## src/pkg/dtp_pkg.sv

```systemverilog
// Package: register map, field positions, divider counts and state types of the dual timer
// Function
// - Clock-select bits 1:0 pick divide by 12, 4, 48 or external clock divided by 8.
// - Clock-select bit 3 clocks timer one from system clock, else prescaled clock.
// - Clock-select bit 2 clocks timer zero from system clock, else prescaled clock.
// - Clock-select bit 7 gives timer three high byte the system clock, else its own.
// - Clock-select bit 6 gives timer three (low byte) the system clock, else its own.
// - Clock-select bit 5 gives timer two high byte the system clock, else its own.
// - Clock-select bit 4 gives timer two (low byte) the system clock, else its own.
// - Each timer holds a 16-bit count, accessed as separate low and high bytes.
// - Mode 0 counts 13 bits: high byte plus low-byte bits 4 to 0.
// - Mode 0 wrap from 0x1FFF to 0x0000 sets the overflow flag.
// - Counter select counts count-pin falling edges, otherwise the selected internal clock.
// - Count only with run set and gate off or gate input at active level.
// - Setting run never clears or reloads the count; software preloads it.
// - Timer one mirrors timer zero with its own bits and gate input one.
// - Mode 1 counts all 16 bits and flags overflow on wrap to zero.
// - Mode 2 low byte counts, flags on wrap and reloads from the high byte.
// - Mode 3 timer zero low byte is an 8-bit counter with timer zero controls.
// - Mode 3 high byte counts internal clock, runs on timer one run, sets its flag.
// - In split mode timer one counts no pin edges and sets no flag; overflow still out.
// - In split mode timer one runs for mode field 0 to 2, stops for 3.
// - Overflow flag reaches the interrupt request only when its enable is set.
// - Mode codes: 00 13-bit, 01 16-bit, 10 reload, 11 split or inactive.
// - Flag clears on interrupt vectoring, and software may clear it by writing.
package dtp_pkg;
    localparam logic [7:0] ADDR_RUN_FLAG = 8'h88;
    localparam logic [7:0] ADDR_MODE = 8'h89;
    localparam logic [7:0] ADDR_T0_LOW = 8'h8A;
    localparam logic [7:0] ADDR_T1_LOW = 8'h8B;
    localparam logic [7:0] ADDR_T0_HIGH = 8'h8C;
    localparam logic [7:0] ADDR_T1_HIGH = 8'h8D;
    localparam logic [7:0] ADDR_CLK_SEL = 8'h8E;
    localparam logic [7:0] RESET_BYTE = 8'h00;
    // Run/flag register bit positions
    localparam int RF_TF1 = 7;
    localparam int RF_TR1 = 6;
    localparam int RF_TF0 = 5;
    localparam int RF_TR0 = 4;
    // Clock-select bit positions
    localparam int CK_T3H = 7;
    localparam int CK_T3L = 6;
    localparam int CK_T2H = 5;
    localparam int CK_T2L = 4;
    localparam int CK_T1 = 3;
    localparam int CK_T0 = 2;
    // Mode register bit positions
    localparam int MD_TIMER_ONE_GATE_ENABLE = 7;
    localparam int MD_CT1 = 6;
    localparam int MD_M1_LO = 4;
    localparam int MD_TIMER_ZERO_GATE_ENABLE = 3;
    localparam int MD_CT0 = 2;
    localparam int MD_M0_LO = 0;
    // Synchroniser lanes
    localparam int PIN_CNT0 = 0;
    localparam int PIN_CNT1 = 1;
    localparam int PIN_TIMER_ZERO_GATE_ENABLE = 2;
    localparam int PIN_TIMER_ONE_GATE_ENABLE = 3;
    localparam int PIN_XCLK = 4;
    localparam int SYS_DIV_12 = 12;
    localparam int SYS_DIV_4 = 4;
    localparam int SYS_DIV_48 = 48;
    localparam logic [2:0] XCLK_DIV_LAST = 3'h7;

    typedef enum logic [1:0] {
        MODE_13BIT = 2'b00,
        MODE_16BIT = 2'b01,
        MODE_RELOAD = 2'b10,
        MODE_SPLIT = 2'b11
    } dtp_mode_e;

    typedef struct packed {
        logic ovf;
        logic [7:0] hi;
        logic [7:0] lo;
    } dtp_cnt_s;

    typedef struct packed {
        logic [4:0] s1;
        logic [4:0] s2;
        logic [4:0] s3;
        logic [4:0] lvl;
        logic [5:0] presc;
        logic [2:0] xdiv;
        logic [7:0] timer_clock_select;
        logic [7:0] timer_mode_register;
        logic tf1;
        logic tr1;
        logic tf0;
        logic tr0;
        logic [7:0] tl0;
        logic [7:0] th0;
        logic [7:0] tl1;
        logic [7:0] th1;
        logic [7:0] rdata;
        logic t1_ovf;
    } dtp_state_s;

    // One count step of a timer in the given mode
    function automatic dtp_cnt_s dtp_step(input dtp_mode_e mode, input logic [7:0] hi,
                                          input logic [7:0] lo);
        dtp_cnt_s r;
        logic [12:0] v13;
        logic [15:0] v16;
        r = '{ovf: 1'b0, hi: hi, lo: lo};
        v13 = {hi, lo[4:0]} + 13'h0001;
        v16 = {hi, lo} + 16'h0001;
        unique case (mode)
            MODE_13BIT: begin
                r.ovf = ({hi, lo[4:0]} == 13'h1FFF);
                r.hi = v13[12:5];
                r.lo = {lo[7:5], v13[4:0]};
            end
            MODE_16BIT: begin
                r.ovf = ({hi, lo} == 16'hFFFF);
                r.hi = v16[15:8];
                r.lo = v16[7:0];
            end
            MODE_RELOAD: begin
                r.ovf = (lo == 8'hFF);
                r.lo = r.ovf ? hi : lo + 8'h01;
            end
            MODE_SPLIT: begin
                r.ovf = (lo == 8'hFF);
                r.lo = lo + 8'h01;
            end
        endcase
        return r;
    endfunction
endpackage

```

## src/hdl/dtp_timer.sv

```systemverilog
// Module: dual timer with shared prescaler behind the special-function-register port
`timescale 1ns/1ns
module dtp_timer (
    input wire logic MCLK,
    input wire logic ARST_N,
    input wire logic [7:0] SFR_ADDR,
    input wire logic SFR_WE,
    input wire logic SFR_RE,
    input wire logic [7:0] SFR_WDATA,
    output logic [7:0] SFR_RDATA,
    input wire logic COUNT_PIN_ZERO,
    input wire logic COUNT_PIN_ONE,
    input wire logic GATE_INPUT_ZERO,
    input wire logic GATE_INPUT_ONE,
    input wire logic EXT_CLOCK,
    input wire logic GATE_ZERO_POLARITY,
    input wire logic GATE_ONE_POLARITY,
    input wire logic TIMER_ZERO_IRQ_ENABLE,
    input wire logic TIMER_ONE_IRQ_ENABLE,
    input wire logic TIMER_ZERO_VECTOR_ACK,
    input wire logic TIMER_ONE_VECTOR_ACK,
    input wire logic TIMER_TWO_ALT_TICK,
    input wire logic TIMER_THREE_ALT_TICK,
    output logic TIMER_ZERO_IRQ,
    output logic TIMER_ONE_IRQ,
    output logic TIMER_ONE_OVERFLOW,
    output logic TIMER_TWO_LOW_TICK,
    output logic TIMER_TWO_HIGH_TICK,
    output logic TIMER_THREE_LOW_TICK,
    output logic TIMER_THREE_HIGH_TICK
);

    dtp_pkg::dtp_state_s st_r;
    dtp_pkg::dtp_state_s st_nxt;
    logic [4:0] fall;
    logic [4:0] rise;
    logic pre_tick;
    logic split;
    logic tick0;
    logic tick1;
    logic tick_hi;
    logic run0;
    logic run1;
    logic set0;
    logic set1;
    logic hi_ovf;
    logic ovf1;
    dtp_pkg::dtp_mode_e mode0;
    dtp_pkg::dtp_mode_e mode1;
    dtp_pkg::dtp_cnt_s c0;
    dtp_pkg::dtp_cnt_s c1;

    ////////////////////////////////////////////////////////////////////////////////
    // Next-state logic

    always_comb begin
        st_nxt = st_r;
        // Pin synchronisers; a level counts once the second and third stage agree
        st_nxt.s1 = {EXT_CLOCK, GATE_INPUT_ONE, GATE_INPUT_ZERO, COUNT_PIN_ONE, COUNT_PIN_ZERO};
        st_nxt.s2 = st_r.s1;
        st_nxt.s3 = st_r.s2;
        for (int i = 0; i < 5; i++) begin
            if (st_r.s2[i] == st_r.s3[i]) begin
                st_nxt.lvl[i] = st_r.s2[i];
            end
        end
        fall = st_r.lvl & ~st_nxt.lvl;
        rise = ~st_r.lvl & st_nxt.lvl;

        // Prescaler: a free down-counter; a change between internal codes takes effect at the next reload, a change to code 11 at once
        pre_tick = 1'b0;
        if (st_r.timer_clock_select[1:0] == 2'b11) begin
            if (rise[dtp_pkg::PIN_XCLK]) begin
                st_nxt.xdiv = st_r.xdiv + 3'h1;
                pre_tick = (st_r.xdiv == dtp_pkg::XCLK_DIV_LAST);
            end
        end else if (st_r.presc == 6'h00) begin
            pre_tick = 1'b1;
            unique case (st_r.timer_clock_select[1:0])
                2'b00: st_nxt.presc = 6'(dtp_pkg::SYS_DIV_12 - 1);
                2'b01: st_nxt.presc = 6'(dtp_pkg::SYS_DIV_4 - 1);
                default: st_nxt.presc = 6'(dtp_pkg::SYS_DIV_48 - 1);
            endcase
        end else begin
            st_nxt.presc = st_r.presc - 6'h01;
        end

        mode0 = dtp_pkg::dtp_mode_e'(st_r.timer_mode_register[dtp_pkg::MD_M0_LO +: 2]);
        mode1 = dtp_pkg::dtp_mode_e'(st_r.timer_mode_register[dtp_pkg::MD_M1_LO +: 2]);
        split = (mode0 == dtp_pkg::MODE_SPLIT);

        // Timer zero (low byte only in split mode)
        tick0 = st_r.timer_mode_register[dtp_pkg::MD_CT0] ? fall[dtp_pkg::PIN_CNT0]
              : (st_r.timer_clock_select[dtp_pkg::CK_T0] | pre_tick);
        run0 = st_r.tr0 & (~st_r.timer_mode_register[dtp_pkg::MD_TIMER_ZERO_GATE_ENABLE]
             | (st_r.lvl[dtp_pkg::PIN_TIMER_ZERO_GATE_ENABLE] == GATE_ZERO_POLARITY));
        c0 = dtp_pkg::dtp_step(mode0, st_r.th0, st_r.tl0);
        set0 = 1'b0;
        if (run0 && tick0) begin
            st_nxt.tl0 = c0.lo;
            if (!split) begin
                st_nxt.th0 = c0.hi;
            end
            set0 = c0.ovf;
        end

        // Split-mode high byte borrows timer one's run bit and flag
        tick_hi = st_r.timer_clock_select[dtp_pkg::CK_T0] | pre_tick;
        hi_ovf = split && st_r.tr1 && tick_hi && (st_r.th0 == 8'hFF);
        if (split && st_r.tr1 && tick_hi) begin
            st_nxt.th0 = st_r.th0 + 8'h01;
        end

        // Timer one; in split mode it runs on its mode field alone and never on pin edges
        tick1 = (st_r.timer_mode_register[dtp_pkg::MD_CT1] && !split) ? fall[dtp_pkg::PIN_CNT1]
              : (st_r.timer_clock_select[dtp_pkg::CK_T1] | pre_tick);
        if (split) begin
            run1 = (mode1 != dtp_pkg::MODE_SPLIT);
        end else begin
            run1 = st_r.tr1 && (mode1 != dtp_pkg::MODE_SPLIT)
                && (~st_r.timer_mode_register[dtp_pkg::MD_TIMER_ONE_GATE_ENABLE]
                | (st_r.lvl[dtp_pkg::PIN_TIMER_ONE_GATE_ENABLE] == GATE_ONE_POLARITY));
        end
        c1 = dtp_pkg::dtp_step(mode1, st_r.th1, st_r.tl1);
        ovf1 = 1'b0;
        if (run1 && tick1) begin
            st_nxt.tl1 = c1.lo;
            st_nxt.th1 = c1.hi;
            ovf1 = c1.ovf;
        end
        st_nxt.t1_ovf = ovf1;
        set1 = split ? hi_ovf : ovf1;

        // Register writes; a write to a count byte wins over that cycle's count
        if (SFR_WE) begin
            unique case (SFR_ADDR)
                dtp_pkg::ADDR_CLK_SEL: st_nxt.timer_clock_select = SFR_WDATA;
                dtp_pkg::ADDR_MODE: st_nxt.timer_mode_register = SFR_WDATA;
                dtp_pkg::ADDR_RUN_FLAG: begin
                    // Run bits only gate counting; the count is untouched
                    st_nxt.tf1 = SFR_WDATA[dtp_pkg::RF_TF1];
                    st_nxt.tr1 = SFR_WDATA[dtp_pkg::RF_TR1];
                    st_nxt.tf0 = SFR_WDATA[dtp_pkg::RF_TF0];
                    st_nxt.tr0 = SFR_WDATA[dtp_pkg::RF_TR0];
                end
                dtp_pkg::ADDR_T0_LOW: st_nxt.tl0 = SFR_WDATA;
                dtp_pkg::ADDR_T0_HIGH: st_nxt.th0 = SFR_WDATA;
                dtp_pkg::ADDR_T1_LOW: st_nxt.tl1 = SFR_WDATA;
                dtp_pkg::ADDR_T1_HIGH: st_nxt.th1 = SFR_WDATA;
                default: ;
            endcase
        end
        if (TIMER_ZERO_VECTOR_ACK) begin
            st_nxt.tf0 = 1'b0;
        end
        if (TIMER_ONE_VECTOR_ACK) begin
            st_nxt.tf1 = 1'b0;
        end
        // Hardware set wins over any clear in the same cycle
        if (set0) begin
            st_nxt.tf0 = 1'b1;
        end
        if (set1) begin
            st_nxt.tf1 = 1'b1;
        end

        if (SFR_RE) begin
            unique case (SFR_ADDR)
                dtp_pkg::ADDR_CLK_SEL: st_nxt.rdata = st_r.timer_clock_select;
                dtp_pkg::ADDR_MODE: st_nxt.rdata = st_r.timer_mode_register;
                dtp_pkg::ADDR_RUN_FLAG: st_nxt.rdata = {st_r.tf1, st_r.tr1, st_r.tf0, st_r.tr0, 4'h0};
                dtp_pkg::ADDR_T0_LOW: st_nxt.rdata = st_r.tl0;
                dtp_pkg::ADDR_T0_HIGH: st_nxt.rdata = st_r.th0;
                dtp_pkg::ADDR_T1_LOW: st_nxt.rdata = st_r.tl1;
                dtp_pkg::ADDR_T1_HIGH: st_nxt.rdata = st_r.th1;
                default: st_nxt.rdata = 8'h00;
            endcase
        end
    end

    always_ff @(posedge MCLK or negedge ARST_N) begin
        if (!ARST_N) begin
            st_r <= '0;
        end else begin
            st_r <= st_nxt;
        end
    end

    ////////////////////////////////////////////////////////////////////////////////
    // Outputs

    assign SFR_RDATA = st_r.rdata;
    assign TIMER_ZERO_IRQ = st_r.tf0 & TIMER_ZERO_IRQ_ENABLE;
    assign TIMER_ONE_IRQ = st_r.tf1 & TIMER_ONE_IRQ_ENABLE;
    assign TIMER_ONE_OVERFLOW = st_r.t1_ovf;
    // Count enables for the outer timers; a set bit means every system clock
    assign TIMER_TWO_LOW_TICK = st_r.timer_clock_select[dtp_pkg::CK_T2L] | TIMER_TWO_ALT_TICK;
    assign TIMER_TWO_HIGH_TICK = st_r.timer_clock_select[dtp_pkg::CK_T2H] | TIMER_TWO_ALT_TICK;
    assign TIMER_THREE_LOW_TICK = st_r.timer_clock_select[dtp_pkg::CK_T3L] | TIMER_THREE_ALT_TICK;
    assign TIMER_THREE_HIGH_TICK = st_r.timer_clock_select[dtp_pkg::CK_T3H] | TIMER_THREE_ALT_TICK;

    logic wr_t0;
    assign wr_t0 = SFR_WE && (SFR_ADDR == dtp_pkg::ADDR_T0_LOW || SFR_ADDR == dtp_pkg::ADDR_T0_HIGH);
endmodule // dtp_timer

```

## config.mk

```make
export PLATFORM = sky130hd
export DESIGN_NAME = dtp_timer
export DESIGN_NICKNAME = d
export VERILOG_FILES = /design/src/pkg/dtp_pkg.sv /design/src/hdl/dtp_timer.sv
export SDC_FILE = /design/constraint.sdc
export NUM_CORES = 1
export LEC_CHECK = 0
export BUFFER_PORTS_ARGS = -buffer_cell sky130_fd_sc_hd__buf_2
export CAP_MARGIN = 0
export CORE_MARGIN = 1.5
export CORE_UTILIZATION = 50
export DETAILED_ROUTE_END_ITERATION = 16
export GPL_TIMING_DRIVEN = 0
export PLACE_DENSITY = 0.68
export SYNTH_ARGS = -nofsm -noshare
export SYNTH_HDL_FRONTEND = slang
export SYNTH_SLANG_ARGS = --single-unit
export TNS_END_PERCENT = 5
```

## constraint.sdc

```tcl
create_clock -name MCLK -period 7.1 [get_ports MCLK]
set_input_delay 1.42 -clock MCLK [delete_from_list [all_inputs] [get_ports MCLK]]
set_output_delay 1.42 -clock MCLK [all_outputs]
set_load 0.05 [all_outputs]
```

### After elaboration in Yosys (flattened, before gate mapping)

Index checks and enable logic that the tools add are counted.

* register bits: 90
* output and inout port bits: 15
* word-level logic and storage cells: 139

* add/subtract/negate cells: 9
* eq/ne operators: 31
* muxes and demuxes: 39
* bitwise operators: 17
* reductions and logical operators: 25

Operator list (count)
* $eq 8x8->1 const B: 10
* $mux 8: 8
* $pmux 8 s4: 2
* $pmux 8 s7: 1
* $mux 36: 1
* $add 16x1->16 const B: 2
* $eq 16x16->1 const B: 2
* $mux 16: 2
* $pmux 8 s2: 2
* $add 13x1->13 const B: 2
* $eq 13x13->1 const B: 2
* $add 8x1->8 const B: 3
* $mux 1: 18
* $pmux 6 s2: 1
* $reduce_and 2->1: 6
* $reduce_bool 3->1: 4
* $eq 2x2->1 const B: 5
* $logic_and 1x1->1: 8
* $or 1x1->1: 8
* $eq 1x1->1: 7
* $eq 2x1->1 const B: 3
* $logic_not 2->1: 3
* $logic_not 6->1: 1
* $mux 6: 1
* other kinds (14): 19

### Depth between registers and ports, before layout

* depth after elaboration: 14
* depth in mapped cells: 10
* mapped depth without buffers: 8

### Worst setup path after synthesis

No wires, ideal clock.

* kind: input port to output port
* start: in TIMER_ONE_IRQ_ENABLE
* end: out TIMER_ONE_IRQ
* data arrival time: 1832 ps
* data required time: 5680 ps
* setup slack: 3848 ps
* cell stages on the path: 1
* cells stage by stage: and2_1

* longest elaborated chain between the ends: 1

RTL lines
* start: declaration: line dtp_timer.sv:19 `input wire logic TIMER_ONE_IRQ_ENABLE,`
* $and 1x1->1: line dtp_timer.sv:194 `assign TIMER_ONE_IRQ = st_r.tf1 & TIMER_ONE_IRQ_ENABLE;`
* end: declaration: line dtp_timer.sv:25 `output logic TIMER_ONE_IRQ,`

No other way between the ends.

### Worst setup path after layout

* start: in TIMER_TWO_ALT_TICK
* end: out TIMER_TWO_LOW_TICK

* longest elaborated chain between the ends: 1

RTL lines
* start: declaration: line dtp_timer.sv:22 `input wire logic TIMER_TWO_ALT_TICK,`
* $or 1x1->1: line dtp_timer.sv:197 `assign TIMER_TWO_LOW_TICK = st_r.timer_clock_select[dtp_pkg::CK_T2L] | TIMER_TWO_ALT_TICK;`
* end: declaration: line dtp_timer.sv:27 `output logic TIMER_TWO_LOW_TICK,`

No other way between the ends.

==> results.cfg <==
[pwr]
ir_drop_mv = 0.141
p_seq_frac = 0.537
clkPwrFrac = 0.268
netSwitchingPower_uw = 387
p_int_uw = 798
pwr-share-comb = 0.194
swShare = 0.326
p_leak_uw = 0.00251
powerDensity_nw_per_um2 = 199

[synth]
synth_ff_type = dfrtp_1
yosysTopAreaCell = dfrtp_1
postSynthAreaPerCell_sq_um = 9.43
ys_async_sr_fraction = 1.00
netlist_instances = 569
synth.cell_area_sq_um = 5370
synth.area.top_cells = dfrtp_1 (42%), mux2_2 (5.2%), nand2_1 (4.1%)
synthTopCellsByCount = dfrtp_1 (90), nand2_1 (59), nor2_1 (40), o21ai_0 (34), a21oi_1 (33)
yosysSeqAreaShare = 0.420
yosys.cell_count.top_type = dfrtp_1
syn_nets = 609
yosysTopAreaCellShare = 0.420
ys_types = 70
ys_seq_elements = 90
synth_edf_count = 0
synth_warnings = 0

[critical_path]
crit_chain = buf_2 -> or2_2 -> buf_2
worst_path_most_repeated_cell = buf_2
critPathMaxFanout = 2
required_ns = 5.68
cpMaxStageDelayCell = or2_2
critical_path_class = in2out
cp_slowest_stage_delay_ns = 0.26
worstPathArrival_ns = 1.99
cp-start-kind = input pin
reg2regPathDepth = 6
end_kind = primary output

[timing]
hold_violations = 0
finalCritPeriodShare = 0.480
setup_viol = 0
rsz0062_at_grt = no
worst_slew_pin_slew_ns = 0.898
final.min_clock_period_ns = 3.41
maxSlewViolCount = 0
fin_tns_setup_ns = 0
fmaxAchievable_mhz = 294
fin_skew_ns = 0.0113
slew_headroom = 0.397
worst_hold_slack_ns = 0.357

[drt]
met2_wirelength_um = 6690
viasPerCell = 6.14
first_iter_violations = 440
vias = 4705
wl_met3_um = 1080
drt-total-wl_um = 14900
drt-pass1-iter-count = 5
top_layer_used = met4
m1WireLength_um = 6570
ant_nets = 0
drc = 0
routedWlPerCell_um = 19.4

[die]
ios = 48
dieHeight_um = 107
floorplan.die_area_sq_um = 11400
core.rowCount = 37
fp.coreArea_sq_um = 10400
start_util = 0.517
die_width_um = 107

[grt]
gr-total-overflow = 0
grt_max_degree = 51
antenna_found_initial = 0
first_global_vias = 4477
grt_usage = 0.278
grt_pass1_wl_um = 23900

[placement]
dp_hpwl_um = 11200
placed_cell_area_sq_um = 5790
port_buffers = 45
place_inst = 751
place_congestion = 0.928

[layout]
finalCoreUtilization = 0.575
drive_above_1_share = 0.200
multi_input_area_sq_um = 2850
layout.nets = 666
fin_area_sq_um = 5960
nFillCells = 950
syn_to_final_growth_pct = 11.1
regArea_sq_um = 2250
antenna_cells = 0
final_cells = 766

[clocking]
cts_sinks = 90
numCtsBuffers = 9
postCtsSetupRepairBufs = 0
clock_path_buffers = 2
tritoncts = done
cts_resized = 0
clk_pin_slew_worst_paths_ns = 0.08
root_buffer = clkbuf_8
cts_hold_buf = 0
h-tree-depth = 3
clkLatencyLatePin_ns = 0.38

[run]
drv_cap = 0

[min_path]
whs_path_depth = 0
hp-class = reg2reg

[status]
status = complete, no violations
==> cells in the final DEF (no fill, tap or decap), types with 7 or more instances in the layout <==
cell / n
o21ai_0: 34
nor2_1: 40
o22ai_1: 13
mux2_2: 25
mux2i_1: 18
clkbuf_1: 21
a22oi_1: 11
ha_1: 7
nand4_1: 7
and3_1: 9
or2_2: 7
nor4_1: 8
xnor2_1: 15
dfrtp_1: 90
nand3_1: 16
buf_2: 48
inv_1: 19
a21oi_1: 33
buf_4: 10
clkbuf_8: 10
nand2_1: 59
nor3_1: 14
and2_1: 7
==> area by class of cell <==
| type | count | area share |
|---|---|---|
| clock inverter | 4 | 0.00483 |
| multi-input combinational | 420 | 0.478 |
| clock buffer | 11 | 0.0237 |
| tap | 136 | 0.0285 |
| sequential | 90 | 0.378 |
| inverter | 21 | 0.0132 |
| timing repair buffer | 46 | 0.0428 |
| buffer | 38 | 0.0309 |
==> stage by stage <==
stage	total power [uW]	setup slack [ns]
5_1_grt	1250	3.64
3_3_place_gp	862	3.50
2_1_floorplan	786	3.85
6_report	1180	3.69
3_5_place_dp	873	3.49
4_1_cts	1190	3.69
==> per-layer routing <==
layer / vias up / GRT usage
li1: 2184 / -
met1: 2263 / 0.386
met2: 219 / 0.418
met3: 39 / 0.0547
met4: 0 / 0.130
met5: - / 0
==> flip-flops by register name, indices dropped and copies added, names as in the netlist, named ones only <==
signal and flops:
st_nxt 10, mode1 2, st_r 65, SFR_RDATA 8, TIMER_ONE_OVERFLOW 1, mode0 2
==> power groups by stage <==
stage,Sequential (uW),Clock (uW),Combinational (uW)
finish,636,318,230
detailed placement,645,0,229
global placement,642,0,220
global route,643,349,258
floorplan,619,0,166
CTS,634,326,230
==> critical path: cells and delay by family <==
kind,cells,cell delay (ns)
buf+inv,2,0.31
simple gates,1,0.26
==> final timing paths <==
| path | slack [ns] | from | to |
|---|---|---|---|
| worst min-delay path | 0.36 | st_nxt[83]$_DFF_PN0_ | st_nxt[78]$_DFF_PN0_ |
| min in group asynchronous | 1.03 | ARST_N | st_r[42]$_DFFE_PN0P_ |
| worst min register to register | 0.36 | st_nxt[83]$_DFF_PN0_ | st_nxt[78]$_DFF_PN0_ |
| max in group asynchronous | 5.44 | ARST_N | st_r[19]$_DFF_PN0_ |
| worst max-delay path | 3.69 | TIMER_TWO_ALT_TICK | TIMER_TWO_LOW_TICK |
| worst max register to register | 4.52 | st_r[33]$_DFF_PN0_ | st_r[33]$_DFF_PN0_ |
==> cell families after synthesis <==
| kind of cell | synth area share |
|---|---|
| and+or+nand+nor | 0.195 |
| AOI/OAI and AO/OA | 0.178 |
| DFF | 0.420 |
| buffers and inverters | 0.0490 |
| muxes | 0.0986 |
| xor gates and xnor gates | 0.0343 |
| adders and majority gates | 0.0257 |
Power figures use the tool's default switching activity.
